File: config.mk
export PLATFORM = sky130hd
export DESIGN_NAME = cds_diag
export DESIGN_NICKNAME = d
export VERILOG_FILES = /design/src/cds_pkg.sv /design/src/cds_blemish.sv /design/src/cds_diag.sv
export VERILOG_INCLUDE_DIRS = /design/src
export SDC_FILE = /design/constraint.sdc
export NUM_CORES = 2
export LEC_CHECK = 0
export BUFFER_PORTS_ARGS = -buffer_cell sky130_fd_sc_hd__buf_2
export CAP_MARGIN = 5
export CORE_UTILIZATION = 50
export CTS_CLUSTER_DIAMETER = 150
export DETAILED_ROUTE_END_ITERATION = 10
export PLACE_DENSITY = 0.75
export SYNTH_ARGS = -nofsm -noshare
export SYNTH_HDL_FRONTEND = slang
export SYNTH_SLANG_ARGS = --single-unit
File: constraint.sdc
create_clock -name i_core_clk -period 3.1 [get_ports i_core_clk]
set_input_delay 0.62 -clock i_core_clk [delete_from_list [all_inputs] [get_ports i_core_clk]]
set_output_delay 0.62 -clock i_core_clk [all_outputs]
set_load 0.005 [all_outputs]
File: src/cds_consts.svh
`ifndef CDS_CONSTS_SVH
`define CDS_CONSTS_SVH

// ==========================================================
// timing
`define CDS_CLK_HZ          125000000
`define CDS_MS_PER_S        1000
`define CDS_MS_CYCLES       (`CDS_CLK_HZ / `CDS_MS_PER_S)
`define CDS_SEC_LAST_MS     10'd999
`define CDS_POWERUP_S       5
`define CDS_POWERUP_MS      (`CDS_POWERUP_S * `CDS_MS_PER_S)
`define CDS_LOAD_S          2
`define CDS_LOAD_MS         (`CDS_LOAD_S * `CDS_MS_PER_S)
`define CDS_BLINK_SLOT_MS   8'd250
`define CDS_BLINK_ON_MS     8'd125
`define CDS_BLINK_SLOTS     3'd6
`define CDS_FAST_BIT        6
`define CDS_LOAD_BIT        8
`define CDS_SLOW_HALF_MS    10'd500

// ==========================================================
// data path
`define CDS_PIX_W           16
`define CDS_LOG_BYTES       256

// ==========================================================
// register byte addresses
`define CDS_REG_LED         16'h1A14
`define CDS_REG_BLEM        16'h1A60
`define CDS_REG_UPTIME      16'h1A80
`define CDS_REG_LINKUP      16'h1A84
`define CDS_REG_TXFAIL      16'h1A88
`define CDS_REG_TPAT        16'h1A8C
`define CDS_REG_IRQ_STAT    16'h1A90
`define CDS_REG_IRQ_CLR     16'h1A94
`define CDS_REG_IRQ_EN      16'h1A98
`define CDS_REG_LOG_PTR     16'h1A9C
`define CDS_LOG_BASE_HI     8'h1B

// ==========================================================
// field positions
`define CDS_LED_EN_BIT      0
`define CDS_LED_MODE_LSB    8
`define CDS_BLEM_EN_BIT     0
`define CDS_BLEM_BIN_BIT    1
`define CDS_TPAT_EN_BIT     0
`define CDS_LOG_WRAP_BIT    8
`define CDS_IRQ_TXFAIL      0
`define CDS_IRQ_RECONN      1
`define CDS_IRQ_FAULT       2
`define CDS_IRQ_W           3

// ==========================================================
// reset values
`define CDS_LED_EN_RST      1'b1
`define CDS_BLEM_EN_RST     1'b1
`define CDS_TPAT_EN_RST     1'b0
`define CDS_IRQ_EN_RST      3'h0

`endif

File: src/cds_pkg.sv
`include "cds_consts.svh"

package cds_pkg;

  typedef enum logic [1:0] {ST_POWERUP, ST_LOAD, ST_RUN} cds_phase_t;

  typedef enum logic [2:0]
  {
    LM_POWERUP, LM_LOAD, LM_BLINK, LM_CONNECT,
    LM_STREAM, LM_FWUPD, LM_FAULT, LM_IDLE
  } cds_led_mode_t;

  typedef enum logic [1:0]
  {
    AK_PERSIST, AK_DHCP, AK_LLA, AK_FAIL
  } cds_addr_kind_t;

  typedef struct packed
  {
    logic green;
    logic red;
    logic high;
  } cds_led_t;

  typedef struct packed
  {
    logic                  valid;
    logic                  sof;
    logic                  eol;
    logic                  defect;
    logic [`CDS_PIX_W-1:0] data;
  } cds_pix_t;

  typedef struct packed
  {
    cds_phase_t             phase;
    logic [12:0]            stage_ms;
    logic [16:0]            ms_div;
    logic [9:0]             ms_cnt;
    logic [31:0]            uptime;
    logic [31:0]            linkup;
    logic                   reconn;
    logic                   link_s1;
    logic                   link_s2;
    logic                   link_prev;
    logic                   had_link;
    logic [31:0]            txfail;
    logic                   fault_prev;
    logic [`CDS_IRQ_W-1:0]  irq_stat;
    logic [`CDS_IRQ_W-1:0]  irq_en;
    logic                   led_en;
    logic                   blem_en;
    logic                   tp_en;
    logic                   bl_act;
    cds_addr_kind_t         bl_kind;
    logic [7:0]             slot_ms;
    logic [2:0]             slot_idx;
    cds_led_mode_t          mode;
    cds_led_t               led;
    logic                   wb_ack;
    logic [31:0]            wb_dat;
    logic [7:0]             log_wptr;
    logic                   log_wrap;
    logic [7:0]             col;
    logic [7:0]             row;
    cds_pix_t               fifo;
  } cds_state_t;

endpackage : cds_pkg

File: src/cds_blemish.sv
`include "cds_consts.svh"

module cds_blemish
  import cds_pkg::*;
#(
  parameter int P_STRIDE = 2
)(
  input  wire logic     i_core_clk,
  input  wire logic     i_rst_n,
  input  wire logic     i_en,
  input  wire cds_pix_t i_pix,
  output cds_pix_t      o_pix
);

  localparam int C_TAPS = 2 * P_STRIDE + 1;

  typedef struct packed
  {
    cds_pix_t [C_TAPS-1:0] win;
    cds_pix_t              out;
  } cds_blem_state_t;

  cds_blem_state_t       q;
  cds_blem_state_t       d;
  logic [`CDS_PIX_W:0]   sum;
  logic [`CDS_PIX_W-1:0] avg;
  logic [`CDS_PIX_W-1:0] ctr_data;

  // ==========================================================
  // neighbour average, same colour plane on both sides
  always_comb
  begin
    d = q;
    sum = {1'b0, q.win[0].data} + {1'b0, q.win[C_TAPS-1].data};
    avg = sum[`CDS_PIX_W:1];
    ctr_data = q.win[P_STRIDE].data;
    d.out.valid = 1'b0;
    if (i_pix.valid)
    begin
      d.win = {q.win[C_TAPS-2:0], i_pix};
      d.out = q.win[P_STRIDE];
      if (i_en && q.win[P_STRIDE].defect)
      begin
        d.out.data = avg;
      end
    end
  end

  always_ff @(posedge i_core_clk or negedge i_rst_n)
  begin
    if (!i_rst_n)
    begin
      q <= '0;
    end
    else
    begin
      q <= d;
    end
  end

  assign o_pix = q.out;

  AST_BLEM_AVG: assert property (@(posedge i_core_clk) disable iff (!i_rst_n)
    i_pix.valid && i_en && q.win[P_STRIDE].valid && q.win[P_STRIDE].defect
    |=> o_pix.valid && o_pix.data == $past(avg))
    else $error("defect pixel not replaced by neighbour average");

  AST_BLEM_BYPASS: assert property (@(posedge i_core_clk) disable iff (!i_rst_n)
    i_pix.valid && !i_en && q.win[P_STRIDE].valid
    |=> o_pix.valid && o_pix.data == $past(ctr_data))
    else $error("pixel altered while correction bypassed");

endmodule : cds_blemish

File: src/cds_diag.sv
`include "cds_consts.svh"

// Operation
// - uptime seconds counter cleared only by power-up
// - link seconds counter restarts on reconnection
// - count arbitration loss with fifo overflow
// - host reads 256-byte message log
// - user can switch indicator off
// - power-up: steady bright green about five seconds
// - logic load: alternate green and red
// - address attempts shown by green/red blink counts
// - connecting: fast dim green flashing
// - streaming: steady bright green
// - firmware update: fast red/green alternation
// - fault: slow red flashing
// - test pattern injected just before fifo
// - blemish correction enable resets on
// - blemish pixel replaced by neighbour average
// - no blemish correction while binning
module cds_diag
  import cds_pkg::*;
#(
  parameter int P_MS_CYCLES = `CDS_MS_CYCLES,
  parameter int P_STRIDE    = 2
)(
  input  wire logic           i_core_clk,
  input  wire logic           i_rst_n,
  input  wire logic           i_wb_cyc,
  input  wire logic           i_wb_stb,
  input  wire logic           i_wb_we,
  input  wire logic [15:0]    i_wb_adr,
  input  wire logic [3:0]     i_wb_sel,
  input  wire logic [31:0]    i_wb_dat,
  output logic                o_wb_ack,
  output logic [31:0]         o_wb_dat,
  input  wire logic           i_link_up,
  input  wire logic           i_arb_lost,
  input  wire logic           i_fifo_ovf,
  input  wire logic           i_log_wr,
  input  wire logic [7:0]     i_log_byte,
  input  wire logic           i_load_done,
  input  wire logic           i_addr_try,
  input  wire cds_addr_kind_t i_addr_kind,
  input  wire logic           i_connecting,
  input  wire logic           i_streaming,
  input  wire logic           i_fw_update,
  input  wire logic           i_fault,
  input  wire logic           i_binning,
  input  wire cds_pix_t       i_pix,
  output cds_pix_t            o_fifo_pix,
  output cds_led_t            o_led,
  output logic                o_irq
);

  cds_state_t            q;
  cds_state_t            d;
  logic [7:0]            log_mem [`CDS_LOG_BYTES];
  cds_pix_t              bl_pix;
  logic                  ms_tick;
  logic                  sec_tick;
  logic                  reconn_ev;
  logic                  txfail_ev;
  logic                  fault_ev;
  logic                  acc;
  logic [15:0]           adr_w;
  logic [5:0]            log_idx;
  logic [31:0]           rd;
  logic [`CDS_IRQ_W-1:0] irq_clr;
  logic [`CDS_IRQ_W-1:0] irq_ev;
  logic [2:0]            bl_n;
  logic                  bl_lit;
  logic                  fast;
  logic                  slow;
  logic                  ldalt;
  cds_led_mode_t         mode;
  cds_led_t              led_n;
  logic [7:0]            cur_col;
  logic [7:0]            cur_row;

  // ==========================================================
  // blemish correction stage
  cds_blemish #(
    .P_STRIDE (P_STRIDE)
  ) u_blemish (
    .i_core_clk (i_core_clk),
    .i_rst_n    (i_rst_n),
    .i_en       (q.blem_en && !i_binning),
    .i_pix      (i_pix),
    .o_pix      (bl_pix)
  );

  // ==========================================================
  // next state
  always_comb
  begin
    d = q;
    ms_tick = 1'b0;
    if (q.ms_div == 17'(P_MS_CYCLES - 1))
    begin
      d.ms_div = '0;
      ms_tick = 1'b1;
    end
    else
    begin
      d.ms_div = q.ms_div + 17'h1;
    end
    sec_tick = ms_tick && (q.ms_cnt == `CDS_SEC_LAST_MS);
    if (ms_tick)
    begin
      d.ms_cnt = sec_tick ? 10'h0 : q.ms_cnt + 10'h1;
    end

    // time counters
    if (sec_tick)
    begin
      d.uptime = q.uptime + 32'h1;
    end
    d.link_s1 = i_link_up;
    d.link_s2 = q.link_s1;
    d.link_prev = q.link_s2;
    if (q.link_s2)
    begin
      d.had_link = 1'b1;
    end
    reconn_ev = q.link_s2 && !q.link_prev && q.had_link;
    if (reconn_ev)
    begin
      d.linkup = 32'h0;
      d.reconn = 1'b1;
    end
    else if (sec_tick)
    begin
      d.linkup = q.linkup + 32'h1;
    end

    txfail_ev = i_arb_lost && i_fifo_ovf;
    if (txfail_ev)
    begin
      d.txfail = q.txfail + 32'h1;
    end
    d.fault_prev = i_fault;
    fault_ev = i_fault && !q.fault_prev;

    // message log write pointer
    if (i_log_wr)
    begin
      d.log_wptr = q.log_wptr + 8'h1;
      if (q.log_wptr == 8'hFF)
      begin
        d.log_wrap = 1'b1;
      end
    end

    // start-up phases
    unique case (q.phase)
      ST_POWERUP:
      begin
        if (ms_tick)
        begin
          if (q.stage_ms == 13'(`CDS_POWERUP_MS - 1))
          begin
            d.phase = ST_LOAD;
            d.stage_ms = '0;
          end
          else
          begin
            d.stage_ms = q.stage_ms + 13'h1;
          end
        end
      end
      ST_LOAD:
      begin
        if (q.stage_ms >= 13'(`CDS_LOAD_MS - 1))
        begin
          if (i_load_done)
          begin
            d.phase = ST_RUN;
          end
        end
        else if (ms_tick)
        begin
          d.stage_ms = q.stage_ms + 13'h1;
        end
      end
      ST_RUN:
      begin
        d.stage_ms = q.stage_ms;
      end
      default:
      begin
        d.phase = ST_POWERUP;
      end
    endcase

    // address attempt blink window
    if (i_addr_try)
    begin
      d.bl_act = 1'b1;
      d.bl_kind = i_addr_kind;
      d.slot_ms = '0;
      d.slot_idx = '0;
    end
    else if (q.bl_act && ms_tick)
    begin
      if (q.slot_ms == `CDS_BLINK_SLOT_MS - 8'h1)
      begin
        d.slot_ms = '0;
        if (q.slot_idx == `CDS_BLINK_SLOTS - 3'h1)
        begin
          d.bl_act = 1'b0;
        end
        else
        begin
          d.slot_idx = q.slot_idx + 3'h1;
        end
      end
      else
      begin
        d.slot_ms = q.slot_ms + 8'h1;
      end
    end
    unique case (q.bl_kind)
      AK_PERSIST: bl_n = 3'h1;
      AK_DHCP:    bl_n = 3'h2;
      AK_LLA:     bl_n = 3'h3;
      AK_FAIL:    bl_n = 3'h3;
    endcase
    bl_lit = q.bl_act && (q.slot_idx < bl_n)
             && (q.slot_ms < `CDS_BLINK_ON_MS);

    // indicator mode, highest priority first
    if (i_fault)
      mode = LM_FAULT;
    else if (i_fw_update)
      mode = LM_FWUPD;
    else if (q.phase == ST_POWERUP)
      mode = LM_POWERUP;
    else if (q.phase == ST_LOAD)
      mode = LM_LOAD;
    else if (q.bl_act)
      mode = LM_BLINK;
    else if (i_streaming)
      mode = LM_STREAM;
    else if (i_connecting)
      mode = LM_CONNECT;
    else
      mode = LM_IDLE;
    d.mode = mode;

    fast = q.ms_cnt[`CDS_FAST_BIT];
    ldalt = q.ms_cnt[`CDS_LOAD_BIT];
    slow = q.ms_cnt < `CDS_SLOW_HALF_MS;
    led_n = '0;
    unique case (mode)
      LM_POWERUP: led_n = '{green: 1'b1, red: 1'b0, high: 1'b1};
      LM_LOAD:    led_n = '{green: ldalt, red: !ldalt, high: 1'b1};
      LM_BLINK:
      begin
        led_n.high = 1'b1;
        if (q.bl_kind == AK_FAIL)
          led_n.red = bl_lit;
        else
          led_n.green = bl_lit;
      end
      LM_CONNECT: led_n = '{green: fast, red: 1'b0, high: 1'b0};
      LM_STREAM:  led_n = '{green: 1'b1, red: 1'b0, high: 1'b1};
      LM_FWUPD:   led_n = '{green: !fast, red: fast, high: 1'b1};
      LM_FAULT:   led_n = '{green: 1'b0, red: slow, high: 1'b1};
      LM_IDLE:    led_n = '{green: 1'b1, red: 1'b0, high: 1'b0};
    endcase
    d.led = q.led_en ? led_n : '0;

    // register slave
    acc = i_wb_cyc && i_wb_stb && !q.wb_ack;
    d.wb_ack = acc;
    adr_w = {i_wb_adr[15:2], 2'b00};
    log_idx = i_wb_adr[7:2];
    irq_clr = '0;
    rd = '0;
    case (adr_w)
      `CDS_REG_LED:
      begin
        rd[`CDS_LED_EN_BIT] = q.led_en;
        rd[`CDS_LED_MODE_LSB +: 3] = q.mode;
        if (acc && i_wb_we && i_wb_sel[0])
          d.led_en = i_wb_dat[`CDS_LED_EN_BIT];
      end
      `CDS_REG_BLEM:
      begin
        rd[`CDS_BLEM_EN_BIT] = q.blem_en;
        rd[`CDS_BLEM_BIN_BIT] = i_binning;
        if (acc && i_wb_we && i_wb_sel[0])
          d.blem_en = i_wb_dat[`CDS_BLEM_EN_BIT];
      end
      `CDS_REG_UPTIME: rd = q.uptime;
      `CDS_REG_LINKUP: rd = q.linkup;
      `CDS_REG_TXFAIL: rd = q.txfail;
      `CDS_REG_TPAT:
      begin
        rd[`CDS_TPAT_EN_BIT] = q.tp_en;
        if (acc && i_wb_we && i_wb_sel[0])
          d.tp_en = i_wb_dat[`CDS_TPAT_EN_BIT];
      end
      `CDS_REG_IRQ_STAT: rd[`CDS_IRQ_W-1:0] = q.irq_stat;
      `CDS_REG_IRQ_CLR:
      begin
        if (acc && i_wb_we && i_wb_sel[0])
          irq_clr = i_wb_dat[`CDS_IRQ_W-1:0];
      end
      `CDS_REG_IRQ_EN:
      begin
        rd[`CDS_IRQ_W-1:0] = q.irq_en;
        if (acc && i_wb_we && i_wb_sel[0])
          d.irq_en = i_wb_dat[`CDS_IRQ_W-1:0];
      end
      `CDS_REG_LOG_PTR:
      begin
        rd[7:0] = q.log_wptr;
        rd[`CDS_LOG_WRAP_BIT] = q.log_wrap;
      end
      default:
      begin
        if (adr_w[15:8] == `CDS_LOG_BASE_HI)
          rd = {log_mem[{log_idx, 2'd3}], log_mem[{log_idx, 2'd2}],
                log_mem[{log_idx, 2'd1}], log_mem[{log_idx, 2'd0}]};
      end
    endcase
    if (acc)
    begin
      d.wb_dat = i_wb_we ? 32'h0 : rd;
    end

    // sticky events, a new event beats a clear
    irq_ev = '0;
    irq_ev[`CDS_IRQ_TXFAIL] = txfail_ev;
    irq_ev[`CDS_IRQ_RECONN] = reconn_ev;
    irq_ev[`CDS_IRQ_FAULT] = fault_ev;
    d.irq_stat = (q.irq_stat & ~irq_clr) | irq_ev;

    // test pattern ahead of the fifo
    cur_col = bl_pix.sof ? 8'h0 : q.col;
    cur_row = bl_pix.sof ? 8'h0 : q.row;
    d.fifo = bl_pix;
    if (bl_pix.valid)
    begin
      d.col = bl_pix.eol ? 8'h0 : cur_col + 8'h1;
      d.row = bl_pix.eol ? cur_row + 8'h1 : cur_row;
      if (q.tp_en)
        d.fifo.data = `CDS_PIX_W'({cur_row, cur_col});
    end
  end

  // ==========================================================
  // state registers
  always_ff @(posedge i_core_clk or negedge i_rst_n)
  begin
    if (!i_rst_n)
    begin
      q <= '0;
      q.led_en <= `CDS_LED_EN_RST;
      q.blem_en <= `CDS_BLEM_EN_RST;
      q.tp_en <= `CDS_TPAT_EN_RST;
      q.irq_en <= `CDS_IRQ_EN_RST;
    end
    else
    begin
      q <= d;
    end
  end

  // log storage, not reset
  always_ff @(posedge i_core_clk)
  begin
    if (i_log_wr)
    begin
      log_mem[q.log_wptr] <= i_log_byte;
    end
  end

  assign o_wb_ack = q.wb_ack;
  assign o_wb_dat = q.wb_dat;
  assign o_led = q.led;
  assign o_fifo_pix = q.fifo;
  assign o_irq = |(q.irq_stat & q.irq_en);

  // ==========================================================
  // checks
  AST_UPTIME_STEP: assert property (@(posedge i_core_clk) disable iff (!i_rst_n)
    sec_tick |=> q.uptime == $past(q.uptime) + 32'h1)
    else $error("uptime did not advance on second tick");

  AST_LINK_EQ: assert property (@(posedge i_core_clk) disable iff (!i_rst_n)
    !q.reconn |-> q.linkup == q.uptime)
    else $error("link time differs from uptime before reconnection");

  AST_TXFAIL: assert property (@(posedge i_core_clk) disable iff (!i_rst_n)
    i_arb_lost && i_fifo_ovf |=> q.txfail == $past(q.txfail) + 32'h1)
    else $error("transmit failure not counted");

  AST_LOG_PTR: assert property (@(posedge i_core_clk) disable iff (!i_rst_n)
    i_log_wr |=> q.log_wptr == $past(q.log_wptr) + 8'h1)
    else $error("log pointer did not advance");

  AST_LED_DARK: assert property (@(posedge i_core_clk) disable iff (!i_rst_n)
    !q.led_en |=> !o_led.green && !o_led.red && !o_led.high)
    else $error("indicator lit while disabled");

  AST_POWERUP: assert property (@(posedge i_core_clk) disable iff (!i_rst_n)
    mode == LM_POWERUP && q.led_en |=> o_led.green && !o_led.red && o_led.high)
    else $error("power-up indicator not bright green");

  AST_LOAD_ALT: assert property (@(posedge i_core_clk) disable iff (!i_rst_n)
    mode == LM_LOAD && q.led_en |=> o_led.green != o_led.red)
    else $error("load indicator not alternating");

  AST_FAIL_RED: assert property (@(posedge i_core_clk) disable iff (!i_rst_n)
    mode == LM_BLINK && q.bl_kind == AK_FAIL |=> !o_led.green)
    else $error("address failure blinked green");

  AST_CONNECT: assert property (@(posedge i_core_clk) disable iff (!i_rst_n)
    mode == LM_CONNECT |=> !o_led.red && !o_led.high)
    else $error("connecting indicator not dim green");

  AST_STREAM: assert property (@(posedge i_core_clk) disable iff (!i_rst_n)
    mode == LM_STREAM && q.led_en |=> o_led.green && o_led.high && !o_led.red)
    else $error("streaming indicator not steady green");

  AST_FWUPD: assert property (@(posedge i_core_clk) disable iff (!i_rst_n)
    mode == LM_FWUPD && q.led_en |=> o_led.green ^ o_led.red)
    else $error("update indicator not alternating");

  AST_FAULT: assert property (@(posedge i_core_clk) disable iff (!i_rst_n)
    i_fault |=> !o_led.green)
    else $error("fault indicator shows green");

  AST_TPAT: assert property (@(posedge i_core_clk) disable iff (!i_rst_n)
    q.tp_en && bl_pix.valid && bl_pix.sof |=> o_fifo_pix.valid
    && o_fifo_pix.data == '0)
    else $error("test pattern missing at frame start");

  AST_BLEM_RST: assert property (@(posedge i_core_clk) disable iff (!i_rst_n)
    $rose(i_rst_n) |-> q.blem_en)
    else $error("blemish correction off after reset");

endmodule : cds_diag

==> flow_summary.json <==
{
  "ys_warn_count": 0,
  "die_width_microns": 442,
  "fin_crit_sh": 0.926,
  "grt_pass1_vias": 53229,
  "vdd_drop_max_mv": 0.603,
  "synth_area_sq_mm": 0.0969,
  "cp.required_ns": 3.86,
  "dr.pass1.iters": 5,
  "portBuffers": 120,
  "fin_ws_ns": 0.231,
  "min_from": "i_wb_dat[2]",
  "syn_nets": 5351,
  "worstHoldPathType": "in2reg",
  "clk_latency_ns": 0.88,
  "leakagePower_uw": 0.0385,
  "hold_viol_final": 0,
  "worst_ep_arrival_time_ns": 3.63,
  "cp_max_fo": 9,
  "numCtsBuffers": 226,
  "clk_pin_slew_ns": 0.07,
  "r2r-end": "q[203]",
  "initial_core_util": 0.503,
  "reg2reg_slack_ns": 0.23,
  "postSynthAreaPerCell_sq_um": 18.6,
  "regArea_sq_mm": 0.0706,
  "synth_area_leaders": "edfxtp_1 (63%), mux4_2 (13%), dfrtp_1 (9.3%), mux2i_1 (1.7%), nor2_1 (1.5%)",
  "synth_top_area_cell": "edfxtp_1",
  "clk_path_buf_depth": 3,
  "rows": 161,
  "ctsResizeCount": 0,
  "rr_worst_depth": 8,
  "min_to": "q[103]",
  "netlist.area_leader.share": 0.635,
  "chipHeight_microns": 442,
  "hold_path_depth": 2,
  "core_area_sq_mm": 0.193,
  "rsz0062_at_grt": "false",
  "slew_viol_final": 0,
  "nets": 5959,
  "antenna_found_initial": 6,
  "max_freq_ghz": 0.349,
  "maxSlewHeadroom": 0.393,
  "synthArstFlopShare": 0.150,
  "dp_hpwl_microns": 154000,
  "dp_slack_ns": -0.289,
  "synth_edf_count": 2048,
  "drive_above_1_share": 0.288,
  "ys_seq_area_frac": 0.728,
  "synth-main-ff-cell": "edfxtp_1",
  "skew_ns": 0.0645,
  "wl_per_cell_microns": 27.7,
  "multi_input_area_sq_mm": 0.0245,
  "antenna_left": 0,
  "period_needed_ns": 2.87,
  "dieArea_sq_mm": 0.196,
  "grt_pass1_wl_microns": 350000,
  "final_cell_count_no_fill": 8558,
  "synth_cells": 5219,
  "startpoint_type": "register",
  "tightest_slew_ns": 0.902,
  "globalplace.congestion": 0.926,
  "drc": 0,
  "io_pins": 155,
  "maxCapViolations": 0,
  "track_usage": 0.243,
  "cts.sinks": 2410,
  "drt_iter0_markers": 6243,
  "powerDensity_mw_per_mm2": 629,
  "synth_most_common_cell": "edfxtp_1",
  "synthTopCellsByCount": "edfxtp_1 (2048), mux4_2 (561), nor2_1 (385), dfrtp_1 (360), nand2_1 (278)",
  "worst-setup-path-type": "reg2reg",
  "dp.cells": 8099,
  "grt_start_max_net_pins": 137,
  "cts_tree": "built",
  "n_fill_cell": 13476,
  "status": "complete, no violations",
  "setup_viol": 0,
  "synthDistinctLibCells": 76,
  "vias": 52368,
  "ys_ff_latch": 2410,
  "vias_per_cell": 6.12,
  "root_buffer": "clkbuf_16",
  "htreeDepth": 4,
  "cp-startpoint": "q[209]",
  "grt-ovfl-total": 0,
  "critPathCaptureType": "register",
  "synthToLayoutAreaGrowth_pct": 15.8,
  "wl_microns": 237000,
  "regToRegStartpoint": "q[209]"
}
==> state kept, by name (all words and copies together) (netlist names) <==
name,count
log_mem,2048
q,190
u_blemish.q,79
o_wb_dat,32
o_fifo_pix,20
u_blemish.o_pix,17
u_blemish.ctr_data,16
o_led,3
d,2
fast,1
ldalt,1
o_wb_ack,1
==> final cells by class <==
| cell class | count | share of cell area |
|---|---|---|
| Antenna cell | 2 | 0.0000446 |
| Timing Repair Buffer | 712 | 0.0540 |
| Clock buffer | 263 | 0.0521 |
| Multi-Input combinational cell | 2433 | 0.218 |
| Sequential cell | 2410 | 0.629 |
| Tap cell | 2526 | 0.0282 |
| Clock inverter | 168 | 0.0166 |
| Inverter | 44 | 0.00147 |
==> through the flow <==
step	utilization	total power, uW	TNS (ns)	cell area, sq um	hold WS [ns]
finish	0.582	70600	0	112000	0.0640
global route	0.582	72400	0	112000	0.0516
CTS	0.582	70800	0	112000	0.00354
detailed placement	0.541	42600	-1.93	104000	0.337
global placement	0.541	42400	-1.61	104000	0.348
floorplan	-	39900	0	96900	0.324
==> worst max-delay path, stage by stage, from the launching register on <==
cell and delay (ns):
dfrtp_1 0.41, ha_1 0.22, nand4_1 0.09, or4_1 0.67, nor4_4 0.29, and3_1 0.26, and3b_1 0.48, nand4_1 0.17
xnor2_1 0.15
==> per-layer routing <==
metal  wire (microns)  vias to the layer above  part of all wire  GRT usage
met3            21500                      491             0.091     0.0466
met5                0                        -                 0          0
met2           116000                     2761              0.49      0.396
li1                 -                    21952                 -          -
met1            89500                    27164              0.38      0.322
met4            10600                        0             0.045      0.102
==> power by group <==
part	switching, uW	internal, uW
Clock	12300	16300
Sequential	463	35900
Combinational	3420	2250
Total	16200	54400
==> cell families (layout without fill, tap and decap cells) <==
logic type      count (synthesis)  count (layout)  share of synthesized area
simple gates                 1020            1020                     0.0482
mux                           839             839                      0.161
other cells                     0               2                          0
buf+inv                       376            1187                     0.0192
fa+ha+maj                      34              34                    0.00447
xor+xnor                      134             134                     0.0121
flops                        2410            2410                      0.728
compound gates                406             406                     0.0270
==> worst max-delay path by stage <==
stage | end | slack, ns | depth (start not counted)
floorplan | o_wb_dat[18] | 0.26 | 8
global route | q[206] | 0.06 | 8
detailed placement | o_wb_dat[21] | -0.29 | 10
CTS | q[176] | 0.19 | 7
global placement | o_wb_dat[21] | -0.26 | 10
finish | q[203] | 0.23 | 8
==> cell usage in the layout (no fill, tap or decap), drive strengths merged, types with 11 or more instances in the layout <==
cell type	Yosys	final
buf	176	679
inv	44	54
nor4	14	14
mux2	117	117
xor2	41	41
o31ai	12	12
clkbuf	156	272
o211ai	17	17
a31oi	27	27
xnor2	93	93
bufinv	0	32
clkinvlp	0	17
clkinv	0	109
mux4	561	561
a22oi	34	34
dfrtp	360	360
or3	18	18
nand2b	26	26
nor3	46	46
and3	32	32
nand4	36	36
a21oi	77	77
nor2	385	385
nand3	102	102
and2	16	16
ha	33	33
a311oi	12	12
edfxtp	2048	2048
o22ai	19	19
nor2b	23	23
o2111ai	11	11
o21ai	119	119
nand2	278	278
a221oi	17	17
dlygate4sd3	0	24
mux2i	161	161
==> repair_timing <==
action                                  4_1_cts  5_1_grt
endpoints found under the setup margin        0        7
buffers inserted                              0        2
hold buffers                                 24        0
hold endpoints to repair                     99        0
(Power assumes the default switching activity.)
